## src/design/mes_defs.svh

```systemverilog
// Register offsets, field positions and encodings of the motion event block
`ifndef MES_DEFS_SVH
`define MES_DEFS_SVH
// ==========================================
// Register offsets
`define MES_A_STATUS 8'h11
`define MES_A_PEAK0 8'h15
`define MES_A_PEAK1 8'h16
`define MES_A_PEAK2 8'h17
`define MES_A_PEAK3 8'h18
`define MES_A_PEAK4 8'h19
`define MES_A_PEAK5 8'h1A
`define MES_A_WTHR_X 8'h32
`define MES_A_WTHR_Y 8'h33
`define MES_A_WTHR_Z 8'h34
`define MES_A_QCTL 8'h3A
`define MES_A_MAP1 8'h3B
`define MES_A_MAP2 8'h3C
`define MES_A_LINK 8'h3E
`define MES_A_PWR 8'h3F
// ==========================================
// Power modes, power_control_reg [1:0]
`define MES_PM_STBY 2'h0
`define MES_PM_WAKE 2'h1
`define MES_PM_INST 2'h2
`define MES_PM_MEAS 2'h3
`define MES_PWR_BAND 2
// ==========================================
// Link modes, activity_link_mode [1:0], [2] autosleep, [3] referenced
`define MES_LK_DFLT 2'h0
`define MES_LK_LINK 2'h1
`define MES_LK_LOOP 2'h3
`define MES_LK_AUTO 2
`define MES_LK_REF 3
// ==========================================
// Queue control fields
`define MES_QC_STREAM 1
`define MES_QC_PEAK 3
`endif

```

## src/design/mes_pkg.sv

```systemverilog
// Types shared by the motion event block
package mes_pkg;
   typedef struct packed {
      logic [11:0] x;
      logic [11:0] y;
      logic [11:0] z;
   } mes_axes_t;
   typedef struct packed {
      logic [1:0] pmode;
      logic band;
      logic [1:0] link;
      logic autosleep;
      logic act_ref;
      logic auto_on;
      logic awake;
      logic look_act;
      logic act_pend;
      logic inact_pend;
      logic warn_pend;
      logic [2:0] map1;
      logic [3:0] map2;
      logic [23:0] wthr;
      logic [7:0] qctl;
      mes_axes_t peak;
      logic [15:0] pmag;
      mes_axes_t shadow;
      logic in_impact;
      logic [1:0] shock_sync;
      logic [7:0] rdata;
      logic irq1;
      logic irq2;
      logic push;
   } mes_state_t;
endpackage

```

## src/design/mes_top.sv

```systemverilog
// Motion event sequencer: linking, autosleep, awake, warning, peak hold
`timescale 1ns/1ps
`include "mes_defs.svh"
module mes_top
   import mes_pkg::*;
(
   // Clock and reset
   input wire logic clk,
   input wire logic rst_b,
   // Register port
   input wire logic [7:0] reg_addr,
   input wire logic reg_wr,
   input wire logic reg_rd,
   input wire logic [7:0] reg_wdata,
   output logic [7:0] reg_rdata,
   // Samples and detectors
   input wire logic sample_valid,
   input wire mes_axes_t sample,
   input wire mes_axes_t ref_axes,
   input wire logic act_det,
   input wire logic inact_det,
   input wire logic shock_in,
   // Status and control outputs
   output logic irq_out_one,
   output logic irq_out_two,
   output logic shock_band_select,
   output logic [1:0] power_mode,
   output logic queue_peak_push,
   output mes_axes_t queue_peak_data
);
   mes_state_t s_reg;
   mes_state_t s_next;
   logic stat_rd;
   logic pk_rd;
   logic chain;
   logic linked;
   logic sensing;
   logic act_en;
   logic inact_en;
   logic act_ev;
   logic inact_ev;
   logic warn_hit;
   logic [15:0] mag;

   // ==========================================
   // Helpers
   function automatic logic [12:0] mes_abs(input logic [12:0] d);
      mes_abs = d[12] ? 13'(-d) : d;
   endfunction

   // Only the top 7 magnitude bits are squared; costs about 3 g of error
   function automatic logic [15:0] mes_sq7(input logic [11:0] v);
      logic [11:0] a;
      a = v[11] ? 12'(-v) : v;
      mes_sq7 = 16'(a[11:5] * a[11:5]);
   endfunction

   function automatic logic mes_over(input logic [11:0] v,
         input logic [11:0] r, input logic use_ref, input logic [7:0] t);
      logic [12:0] d;
      d = 13'({v[11], v}) - (use_ref ? 13'({r[11], r}) : 13'h0000);
      mes_over = mes_abs(d) > {1'b0, t, 4'h0};
   endfunction

   // ==========================================
   // Event qualification
   always_comb begin
      stat_rd = reg_rd && (reg_addr == `MES_A_STATUS);
      pk_rd = reg_rd && (reg_addr == `MES_A_PEAK0);
      chain = (s_reg.link != `MES_LK_DFLT) || s_reg.auto_on;
      linked = (s_reg.link == `MES_LK_LINK) && !s_reg.auto_on;
      sensing = (s_reg.pmode == `MES_PM_MEAS) ||
         (s_reg.pmode == `MES_PM_WAKE);
      if (chain) begin
         act_en = s_reg.look_act;
         inact_en = !s_reg.look_act;
         if (linked && (s_reg.act_pend || s_reg.inact_pend)) begin
            act_en = 1'b0;
            inact_en = 1'b0;
         end
      end else begin
         act_en = !s_reg.act_pend;
         inact_en = !s_reg.inact_pend;
      end
      act_ev = act_det && act_en && sensing;
      inact_ev = inact_det && inact_en && sensing;
      warn_hit = sample_valid && sensing &&
         (mes_over(sample.x, ref_axes.x, s_reg.act_ref,
            s_reg.wthr[23:16]) ||
         mes_over(sample.y, ref_axes.y, s_reg.act_ref, s_reg.wthr[15:8]) ||
         mes_over(sample.z, ref_axes.z, s_reg.act_ref, s_reg.wthr[7:0]));
      mag = mes_sq7(sample.x) + mes_sq7(sample.y) + mes_sq7(sample.z);
   end

   // ==========================================
   // Next state
   always_comb begin
      s_next = s_reg;
      s_next.push = 1'b0;
      s_next.shock_sync = {s_reg.shock_sync[0], shock_in};
      if (reg_wr) begin
         unique case (reg_addr)
            `MES_A_PWR: begin
               s_next.pmode = reg_wdata[1:0];
               s_next.band = reg_wdata[`MES_PWR_BAND];
               s_next.auto_on = s_reg.autosleep &&
                  (reg_wdata[1:0] == `MES_PM_WAKE);
               if (s_next.auto_on) begin
                  s_next.look_act = 1'b1;
               end
            end
            `MES_A_LINK: begin
               s_next.link = reg_wdata[1:0];
               s_next.autosleep = reg_wdata[`MES_LK_AUTO];
               s_next.act_ref = reg_wdata[`MES_LK_REF];
               s_next.look_act = 1'b1;
               if (!reg_wdata[`MES_LK_AUTO]) begin
                  s_next.auto_on = 1'b0;
               end
            end
            `MES_A_WTHR_X: s_next.wthr[23:16] = reg_wdata;
            `MES_A_WTHR_Y: s_next.wthr[15:8] = reg_wdata;
            `MES_A_WTHR_Z: s_next.wthr[7:0] = reg_wdata;
            `MES_A_QCTL: s_next.qctl = reg_wdata;
            `MES_A_MAP1: s_next.map1 = reg_wdata[2:0];
            `MES_A_MAP2: s_next.map2 = reg_wdata[3:0];
            default: ;
         endcase
      end
      // Clear first so an event in the same cycle wins
      if (stat_rd) begin
         s_next.act_pend = 1'b0;
         s_next.inact_pend = 1'b0;
         s_next.warn_pend = 1'b0;
      end
      if (act_ev) begin
         s_next.act_pend = 1'b1;
         s_next.in_impact = 1'b1;
         if (chain) begin
            s_next.look_act = 1'b0;
            s_next.awake = 1'b1;
         end
         if (s_reg.pmode == `MES_PM_WAKE) begin
            s_next.pmode = `MES_PM_MEAS;
         end
      end
      if (inact_ev) begin
         s_next.inact_pend = 1'b1;
         s_next.in_impact = 1'b0;
         if (chain) begin
            s_next.look_act = 1'b1;
            s_next.awake = 1'b0;
         end
         if (s_reg.auto_on) begin
            s_next.pmode = `MES_PM_WAKE;
         end
         s_next.push = s_reg.in_impact && s_reg.qctl[`MES_QC_PEAK] &&
            s_reg.qctl[`MES_QC_STREAM];
      end
      if ((s_reg.pmode == `MES_PM_INST) && s_reg.shock_sync[1]) begin
         s_next.pmode = `MES_PM_MEAS;
      end
      // Next-cycle mode, so a mode write never leaves awake stale
      if ((s_next.link == `MES_LK_DFLT) || s_next.auto_on) begin
         s_next.awake = (s_next.pmode == `MES_PM_MEAS);
      end
      if (warn_hit) begin
         s_next.warn_pend = 1'b1;
      end
      // Whole set moves at once, so a burst read never mixes samples
      if (pk_rd) begin
         s_next.shadow = s_reg.peak;
         s_next.peak = '0;
         s_next.pmag = 16'h0000;
      end
      if (sample_valid && s_reg.in_impact && s_reg.qctl[`MES_QC_PEAK] &&
            (mag > s_next.pmag)) begin
         s_next.peak = sample;
         s_next.pmag = mag;
      end
      if (reg_rd) begin
         unique case (reg_addr)
            `MES_A_STATUS: s_next.rdata = {4'h0, s_reg.warn_pend,
               s_reg.inact_pend, s_reg.act_pend, s_reg.awake};
            `MES_A_PEAK0: s_next.rdata = s_reg.peak.x[11:4];
            `MES_A_PEAK1: s_next.rdata = {s_reg.shadow.x[3:0], 4'h0};
            `MES_A_PEAK2: s_next.rdata = s_reg.shadow.y[11:4];
            `MES_A_PEAK3: s_next.rdata = {s_reg.shadow.y[3:0], 4'h0};
            `MES_A_PEAK4: s_next.rdata = s_reg.shadow.z[11:4];
            `MES_A_PEAK5: s_next.rdata = {s_reg.shadow.z[3:0], 4'h0};
            `MES_A_WTHR_X: s_next.rdata = s_reg.wthr[23:16];
            `MES_A_WTHR_Y: s_next.rdata = s_reg.wthr[15:8];
            `MES_A_WTHR_Z: s_next.rdata = s_reg.wthr[7:0];
            `MES_A_QCTL: s_next.rdata = s_reg.qctl;
            `MES_A_MAP1: s_next.rdata = {5'h00, s_reg.map1};
            `MES_A_MAP2: s_next.rdata = {4'h0, s_reg.map2};
            `MES_A_LINK: s_next.rdata = {4'h0, s_reg.act_ref,
               s_reg.autosleep, s_reg.link};
            `MES_A_PWR: s_next.rdata = {5'h00, s_reg.band, s_reg.pmode};
            default: s_next.rdata = 8'h00;
         endcase
      end
      // Warning bit exists only in the second map
      s_next.irq1 = |(s_next.map1 & {s_next.inact_pend,
         s_next.act_pend, s_next.awake});
      s_next.irq2 = |(s_next.map2 & {s_next.warn_pend, s_next.inact_pend,
         s_next.act_pend, s_next.awake});
   end

   // ==========================================
   // State register
   always_ff @(posedge clk or negedge rst_b) begin
      if (!rst_b) begin
         s_reg <= '0;
      end else begin
         s_reg <= s_next;
      end
   end

   assign reg_rdata = s_reg.rdata;
   assign irq_out_one = s_reg.irq1;
   assign irq_out_two = s_reg.irq2;
   assign shock_band_select = s_reg.band;
   assign power_mode = s_reg.pmode;
   assign queue_peak_push = s_reg.push;
   assign queue_peak_data = s_reg.peak;
endmodule // mes_top

```

## config.mk

```make
export PLATFORM = sky130hd
export DESIGN_NAME = mes_top
export DESIGN_NICKNAME = d
export VERILOG_FILES = /design/src/design/mes_pkg.sv /design/src/design/mes_top.sv
export VERILOG_INCLUDE_DIRS = /design/src /design/src/design
export SDC_FILE = /design/constraint.sdc
export NUM_CORES = 1
export LEC_CHECK = 0
export ABC_AREA = 0
export CORE_MARGIN = 4
export CORE_UTILIZATION = 45
export DETAILED_ROUTE_END_ITERATION = 12
export DONT_BUFFER_PORTS = 1
export GPL_ROUTABILITY_DRIVEN = 0
export PLACE_DENSITY_LB_ADDON = 0.2
export RECOVER_POWER = 100
export SETUP_SLACK_MARGIN = 0.5
export SLEW_MARGIN = 10
export SYNTH_ARGS = -nofsm -noshare
export SYNTH_HDL_FRONTEND = slang
export SYNTH_SLANG_ARGS = --single-unit
```

## constraint.sdc

```tcl
create_clock -name clk -period 5 [get_ports clk]
set_clock_uncertainty 0.05 [all_clocks]
set_input_delay 0.75 -clock clk [delete_from_list [all_inputs] [get_ports clk]]
set_output_delay 0.75 -clock clk [all_outputs]
set_load 0.1 [all_outputs]
```

# --- After elaboration in Yosys (flattened, before gate mapping) ---
# Cells that the tools add are included.
totals:
  regBits: 154
  input_bits: 96
  output_inout_bits: 50
  elab_cells: 157
op_classes:
  add_sub_neg: 11
  multipliers: 3
  magnitude_cmp: 4
  n_eq_ne: 21
  n_mux: 47
  bitwise_logic: 2
  reduce_logical: 39
op_table:
  columns: ["cell", "n"]
  rows:
  - ["$pmux 8 s15", 1]
  - ["$mux 88", 1]
  - ["$mux 13", 6]
  - ["$eq 8x6->1 const B", 8]
  - ["$eq 8x5->1 const B", 7]
  - ["$mux 52", 1]
  - ["$mul 7x7->14", 3]
  - ["$mux 8", 5]
  - ["$gt 13x12->1", 3]
  - ["$mux 39", 1]
  - ["$neg 13->13", 3]
  - ["$sub 13x13->13", 3]
  - ["$mux 12", 3]
  - ["$neg 12->12", 3]
  - ["$logic_and 1x1->1", 17]
  - ["$add 15x14->16", 1]
  - ["$gt 16x16->1", 1]
  - ["$mux 2", 8]
  - ["$add 14x14->15", 1]
  - ["$mux 1", 13]
  - ["$mux 3", 4]
  - ["$reduce_and 2->1", 6]
  - ["$mux 4", 2]
  - ["$eq 2x1->1 const B", 3]
  - ["10 further kinds", 23]

# --- Logic depth before layout (Yosys ltp) ---
# Gate-level depths: netlist (run 1).
depth:
  word_depth: 15
  depth_mapped: 38
  ltp_nobuf: 36

# --- Worst setup path before layout (run 1) ---
# Ideal clock, no wire load.
synth_path:
  path_kind: "input port to flip-flop"
  from: "in sample[28] (netlist name)"
  to: "reg s_reg, in the netlist queue_peak_data[10]"
  setup_time_ns: 0.146
  arrival_time_ns: 9.112
  required_ns: 4.804
  setup_slack_ns: -4.308
  cell_stages: 36
  n_path_buf: 2
  path_cell_list: "nor3_1 -> nand3_1 -> or4_1 -> or3_1 -> nand2_1 -> xnor2_1 -> nor2_1 -> fa_1 -> fa_1 -> inv_1 -> fa_1 -> inv_1 -> fa_1 -> fa_1 -> fa_1 -> inv_1 -> fa_1 -> inv_1 -> ha_1 -> nor2b_1 -> o21a_1 -> o21ai_0 -> nand2b_1 -> a31o_2 -> a41oi_1 -> nor2b_1 -> xnor2_1 -> ha_1 -> a21o_1 -> a21o_1 -> a21oi_1 -> o21ai_0 -> o21a_1 -> clkbuf_1 -> buf_1 -> mux2i_1"
synth_between:
  elab_chain_cells: 8
  elab_cells_between_ends: 9
  cone_classes: "add/sub (3); mul (1); order compare (1); mux (2); reduce/logical (2)"
synth_lines:
  columns: ["item", "line", "text"]
  rows:
  - ["from (decl)", "mes_top.sv:18", "input wire mes_axes_t sample,"]
  - ["$neg 12->12 *", "mes_top.sv:54", "a = v[11] ? 12'(-v) : v;"]
  - ["$mux 12 *", "mes_top.sv:54", null]
  - ["$mul 7x7->14 *", "mes_top.sv:55", "mes_sq7 = 16'(a[11:5] * a[11:5]);"]
  - ["$add 14x14->15 *", "mes_top.sv:92", "mag = mes_sq7(sample.x) + mes_sq7(sample.y) + mes_sq7(sample.z);"]
  - ["$add 15x14->16 *", "mes_top.sv:92", null]
  - ["$gt 16x16->1 *", "mes_top.sv:177", "(mag > s_next.pmag)) begin"]
  - ["$logic_and 1x1->1 *", "mes_top.sv:176", "if (sample_valid && s_reg.in_impact && s_reg.qctl[`MES_QC_PEAK] &&"]
  - ["$mux 52 or $reduce_bool 2->1 (tied branches)", null, null]
  - ["to (signal assigned)", "mes_top.sv:216", "s_reg <= s_next;"]
  - ["to (decl)", "mes_top.sv:31", "mes_state_t s_reg;"]
# Mark *: on every way between the ends. The rest lies on a longest branch, timed or not.
# A chain may end at the register's enable or synchronous reset.

==> results.json, run 1 <==
{
  "status": "finished with violations",
  "violations": "max-capacitance violations, max-slew violations, negative setup slack",
  "tns_ns": -174.62,
  "slew_headroom_pct": -145.8,
  "hp-class": "in -> reg",
  "core_area_um2": 31880,
  "fin_ws_ns": -3.403,
  "area_growth_pct": 21.19,
  "ys.flop_type": "dfrtp_1",
  "yosysWarnings": 0,
  "fill_cells": 2904,
  "start_util_pct": 46.06,
  "dr_total_vias": 11908,
  "cts_tree": "built",
  "synth_edf_count": 0,
  "synthesis.area_um2": 14680,
  "wl_per_cell_um": 18.49,
  "multi_input_area_um2": 10260,
  "overflow": 0,
  "grt_pass1_wl_mm": 65.61,
  "first_iter_violations": 792,
  "ant_nets": 0,
  "num_io_pins": 146,
  "drc": 0,
  "htree_levels": 4,
  "grt_use_total_pct": 23.25,
  "hold_violations": 0,
  "nets": 2131,
  "die_w_um": 188.6,
  "antenna_found_initial": 0,
  "seq_area_um2": 3654,
  "cap_violations": 2,
  "setup_viol": 52,
  "cts_root_buffer": "clkbuf_16",
  "port_buffers": 0,
  "crit_arrival_ns": 8.67,
  "hpwl_mm": 33.49,
  "cts.sinks": 146,
  "drv_slew": 148,
  "numCtsBuffers": 17,
  "n_antenna_cell": 0,
  "worst_ep_required_time_ns": 5.26,
  "path_delay_family": "adder cells",
  "min_period_ns": 8.403,
  "final_common_cell": "inv_1",
  "cp-startpoint": "sample[28]",
  "worst_slew_pin_slew_ns": 3.687,
  "startpoint_type": "input pin",
  "largest_reg_flops": 95,
  "synthDistinctLibCells": 80,
  "reg2reg_from": "s_reg[147]$_DFFE_PN0P_",
  "vias_per_cell": 5.297,
  "drive_above_1_share_pct": 23.61,
  "clk_transition_reported_paths_ns": 0.07,
  "ys_async_sr_fraction_pct": 100.0,
  "cp-end-kind": "flop",
  "cp_num_buf_inv": 5,
  "grt_pass1_vias": 12160,
  "crit_slowest_cell": "fa_1",
  "synth_cells": 1609,
  "rsz0062_at_grt": "true",
  "crit_path_frequent_cell": "fa_1",
  "clkLatencyLatePin_ns": 0.43,
  "std_cell_rows": 65,
  "cts_max_path_buffers": 2,
  "cp_max_fo": 7,
  "finalWirelength_mm": 41.56,
  "dieArea_um2": 35590,
  "critical_path.max_stage_delay_ns": 0.49,
  "syn_avg_cell_area_um2": 9.126,
  "yosysSeqAreaShare_pct": 24.88,
  "grt_max_degree": 147,
  "fmax_mhz": 119.0,
  "fp.dieH_um": 188.6,
  "finalCritPeriodShare_pct": 168.1,
  "crit_type": "in -> reg",
  "hp-start": "shock_in",
  "drt-pass1-iter-count": 6,
  "layout_common_cells": "241 x inv_1, 204 x buf_4, 148 x nand2_1",
  "ys_ff_latch": 146
}
[metal layers]
layer,vias up,GRT usage [%],share of wire (%)
li1,5727,-,-
met1,5819,31.83,45
met2,312,38.31,47
met3,50,4.261,5.7
met4,0,5.942,2.0
met5,-,0,0
[worst reg2reg max path, stage by stage (launching register included)]
cell and delay (ns):
dfrtp_1 0.40, buf_6 0.15, and2_4 0.16, ha_4 0.14, inv_2 0.03, fa_2 0.35, a211oi_2 0.23, o21bai_1 0.09
a21oi_1 0.15, xor2_1 0.12, buf_4 0.15, buf_4 0.12, buf_4 0.12, buf_4 0.12, buf_4 0.12, buf_4 0.12
xor2_1 0.22, ha_1 0.27, and3_1 0.19, o21ai_1 0.08, nand2_1 0.07, a211o_1 0.30, a21oi_2 0.16, o31ai_2 0.09
a41o_2 0.30, o41ai_4 0.28, buf_4 0.17, inv_2 0.02
[synthesized netlist by cell type (all sizes together) (4+ instances only)]
master	number	share of area, %
and2	22	0.94
nor3b	6	0.38
nand3b	6	0.31
nor3	21	0.79
a211oi	9	0.56
o21a	8	0.41
nor2b	27	1.2
a21oi	68	2.3
a211o	4	0.24
nor4	12	0.55
nand4	10	0.43
or2	8	0.34
o211ai	5	0.35
a22o	4	0.24
xor2	24	1.4
o21ai	56	1.9
fa	96	13
nand3	20	0.68
a31oi	10	0.43
dfrtp	146	25
nand2	154	4.0
ha	139	12
xnor2	63	3.8
o21bai	5	0.26
o31ai	7	0.36
a221oi	9	0.54
o22ai	8	0.34
nor2	102	2.6
a21o	15	0.77
nand2b	14	0.60
clkbuf	24	0.61
or3	6	0.26
inv	244	6.2
and3	7	0.30
mux2i	54	3.7
mux2	79	6.1
a22oi	13	0.66
buf	55	2.6
[kinds of logic after synthesis]
| kind of cell | synth area share (%) |
|---|---|
| buf+inv | 9.484 |
| compound gates | 11.74 |
| flops | 24.88 |
| xor+xnor | 5.189 |
| mux | 9.739 |
| fa+ha+maj | 24.93 |
| other cells | 0.05114 |
| simple gates | 13.98 |
[path summary, 6_finish.rpt]
| kind | endpoint | depth (start not counted) | slack, ns |
|---|---|---|---|
| min | s_next[12]$_DFF_PN0_ | 0 | 0.29 |
| max reg2reg | s_reg[141]$_DFF_PN0_ | 27 | 0.12 |
| min in group asynchronous | s_reg[12]$_DFF_PN0_ | 1 | 1.47 |
| min reg2reg | s_reg[12]$_DFF_PN0_ | 0 | 0.30 |
| max | s_reg[57]$_DFF_PN0_ | 35 | -3.40 |
| max in group asynchronous | queue_peak_data[0]$_DFFE_PN0P_ | 1 | 1.26 |
[stage by stage]
stage	utilization, %	instance area, um2	setup slack [ns]	hold WS, ns	cells
after global placement	51.37	16380	-3.929	0.2848	2178
after global routing	55.82	17800	-3.707	0.2701	2248
after floorplan	-	14900	-3.677	0.2812	1636
after detailed placement	51.37	16380	-4.083	0.2864	2178
after CTS	55.09	17560	-3.405	0.2764	2238
final	55.82	17800	-3.403	0.2937	2248
[what timing repair did]
item	4_1_cts	5_1_grt
endpoints found under the setup margin	54	54
endpoints found under the hold margin	146	0
pin swaps	30	25
buffers inserted	26	6
hold buffers	1	0
gates resized for setup	72	36
gates cloned	1	4
[cell type report]
| class | instances | share of cell area, % |
|---|---|---|
| Clock buffer | 18 | 2.412 |
| Clock inverter | 14 | 0.8789 |
| Inverter | 244 | 5.147 |
| Multi-Input combinational cell | 1167 | 57.68 |
| Sequential cell | 146 | 20.53 |
| Tap cell | 435 | 3.058 |
| Timing Repair Buffer | 224 | 10.29 |
Power of run 1 is left out: the tool's default activity adds up to more than one toggle a clock period on the data nets, which glitch-free logic cannot reach.
==> inputs of run 2 (changes only) <==
--- a/config.mk
+++ b/config.mk
@@ -6,7 +6,7 @@
 export SDC_FILE = /design/constraint.sdc
 export NUM_CORES = 1
 export LEC_CHECK = 0
-export ABC_AREA = 0
+export ABC_AREA = 1
 export CORE_MARGIN = 4
 export CORE_UTILIZATION = 45
 export DETAILED_ROUTE_END_ITERATION = 12
==> run 2 against run 1 <==
  * The run still ends with max-capacitance violations, max-slew violations, negative setup slack left
  * Register-to-register slack improved by 0.53 ns
  * Critical endpoint is now queue_peak_data[0]$_DFFE_PN0P_
  * Critical path type unchanged
  * Worst setup slack improved by 0.045 ns
  * Highest routed layer unchanged
  * Sequential share of layout area is 0.64 points higher
==> results.json, run 2 <==
{
  "numCtsBuffers": 17,
  "final_common_cell": "nand2_1",
  "largest_reg_flops": 95,
  "synth_top_area_share_pct": 25.08,
  "cp-end-kind": "flop",
  "n_antenna_cell": 0,
  "grt_pass1_wl_mm": 66.81,
  "dr_total_vias": 12784,
  "violations": "max-capacitance violations, max-slew violations, negative setup slack",
  "crit_type": "in -> reg",
  "status": "finished with violations",
  "fin_ws_ns": -3.358,
  "finalCritPeriodShare_pct": 167.2,
  "grt_use_total_pct": 23.75,
  "dpl_worst_slack_ns": -3.889,
  "htree_levels": 4,
  "area_growth_pct": 18.49,
  "vias_per_cell": 5.157,
  "ys_ff_latch": 146,
  "ant_nets": 0,
  "clkLatencyLatePin_ns": 0.45,
  "start_util_pct": 45.94,
  "cap_violations": 1,
  "fmax_mhz": 119.7,
  "cp_max_fo": 7,
  "core_area_um2": 31720,
  "grt_pass1_vias": 12705,
  "std_cell_rows": 65,
  "synth_most_common_cell": "nand2_1",
  "finalWirelength_mm": 42.56,
  "syn_avg_cell_area_um2": 7.549,
  "synth_commonest_cells": "451 x nand2_1, 399 x inv_1, 146 x dfrtp_1, 142 x o21ai_0, 139 x ha_1",
  "crit_slowest_cell": "fa_1",
  "fill_cells": 3045,
  "synth_top_area_cell": "dfrtp_1",
  "multi_input_area_um2": 9500,
  "antenna_found_initial": 0,
  "port_buffers": 0,
  "rsz0062_at_grt": "true",
  "cts_max_path_buffers": 2,
  "synth_cells": 1930,
  "yosysSeqAreaShare_pct": 25.08,
  "clk_transition_reported_paths_ns": 0.07,
  "grt_max_degree": 147,
  "hpwl_mm": 33.60,
  "drv_slew": 147,
  "first_iter_violations": 800,
  "startpoint_type": "input pin",
  "synth_edf_count": 0,
  "drc": 0,
  "die_w_um": 187.9,
  "ys_async_sr_fraction_pct": 100.0,
  "hold_violations": 0,
  "worst_ep_required_time_ns": 5.27,
  "synth.area.top_cells": "dfrtp_1 25%, fa_1 13%, ha_1 12%, nand2_1 12%, inv_1 10%",
  "synthesis.area_um2": 14570,
  "slew_headroom_pct": -148.5,
  "cts.sinks": 146,
  "seq_area_um2": 3655,
  "crit_arrival_ns": 8.63,
  "ys.flop_type": "dfrtp_1",
  "nets": 2395,
  "hp-class": "in -> reg",
  "worst_slew_pin_slew_ns": 3.728,
  "overflow": 0,
  "dieArea_um2": 35320,
  "layout_common_cells": "440 x nand2_1, 384 x inv_1, 145 x dfrtp_1",
  "num_io_pins": 146,
  "yosysWarnings": 0,
  "cts_root_buffer": "clkbuf_16",
  "setup_viol": 52,
  "critical_path.max_stage_delay_ns": 0.51,
  "min_period_ns": 8.358,
  "synthDistinctLibCells": 50,
  "cts_tree": "built",
  "drive_above_1_share_pct": 15.36,
  "fp.dieH_um": 187.9,
  "drt-pass1-iter-count": 6,
  "wl_per_cell_um": 17.17
}
-- run 2: cell types whose count changed after synthesis, sizes merged, moves of 21 or more --
cell   delta
mux2i    -54
mux2     -77
inv     +155
o21ai    +96
nand3    +62
o22ai    +22
nor2b    -27
xnor2    -47
xor2     +26
and2     -21
nand2   +301
-- run 2: worst max-delay path, delay by kind of cell --
| kind | cells | cell delay, ns |
|---|---|---|
| xor gates and xnor gates | 2 | 0.35 |
| adders and majority gates | 9 | 3.92 |
| buffers and inverters | 14 | 1.09 |
| and+or+nand+nor | 16 | 1.99 |
| AOI/OAI and AO/OA | 5 | 0.52 |
-- run 2: logic make-up (layout without fill, tap and decap cells) --
| group | Yosys count | in the layout | synth area share [%] |
|---|---|---|---|
| AND/OR/NAND/NOR | 714 | 714 | 20.65 |
| buffers and inverters | 476 | 596 | 13.53 |
| AO/OA/AOI/OAI | 289 | 289 | 11.45 |
| adder cells (fa/ha/maj) | 235 | 235 | 25.13 |
| flip-flops | 146 | 146 | 25.08 |
| XOR/XNOR | 66 | 66 | 3.967 |
| other | 2 | 29 | 0.05154 |
| multiplexers | 2 | 2 | 0.1546 |
-- run 2: layout make-up --
cell class                 instances  area share (%)
inverter                         399           8.704
multi-input combinational       1335           55.03
clock inverter                    15           1.247
tap                              402           2.913
timing repair buffer             165           8.472
sequential                       146           21.17
clock buffer                      17           2.464
-- run 2: metrics by stage --
| step | hold slack, ns | TNS (ns) | utilization, % | cell area (um2) | std cells |
|---|---|---|---|---|---|
| 3_3_place_gp | 0.2821 | -190.48 | 49.86 | 15820 | 2414 |
| 2_1_floorplan | 0.2812 | -167.62 | - | 14810 | 1957 |
| 5_1_grt | 0.2635 | -189.88 | 54.43 | 17260 | 2479 |
| 4_1_cts | 0.2712 | -164.96 | 53.05 | 16830 | 2463 |
| 6_report | 0.2826 | -172.76 | 54.43 | 17260 | 2479 |
| 3_5_place_dp | 0.2873 | -198.11 | 49.86 | 15820 | 2414 |
-- run 2: timing repair --
item	CTS	global route
buffers inserted	14	12
endpoints found under the hold margin	146	0
gates cloned	2	4
setup endpoints to repair	54	54
pin swaps	45	51
gates resized for setup	50	83
hold buffers	1	0
-- run 2: layer usage --
layer,up-vias,wire [um],track usage [%]
li1,6301,-,-
met1,6106,18480,31.28
met2,325,20930,40.49
met3,52,2349,5.026
met4,0,803,5.167
met5,-,0,0
-- run 2: final timing paths --
kind,from,endpoint,slack [ns],cells past startpoint
max,sample[25],queue_peak_data[0]$_DFFE_PN0P_,-3.36,46
min,shock_in,s_next[12]$_DFF_PN0_,0.28,0
max reg2reg,s_reg[147]$_DFFE_PN0P_,irq_out_two$_DFF_PN0_,0.65,28
min reg2reg,s_next[12]$_DFF_PN0_,s_reg[12]$_DFF_PN0_,0.30,0
max in group asynchronous,rst_b,s_reg[147]$_DFFE_PN0P_,0.98,1
min in group asynchronous,rst_b,s_reg[52]$_DFF_PN0_,1.43,1
Power of run 2 is left out for the same reason.
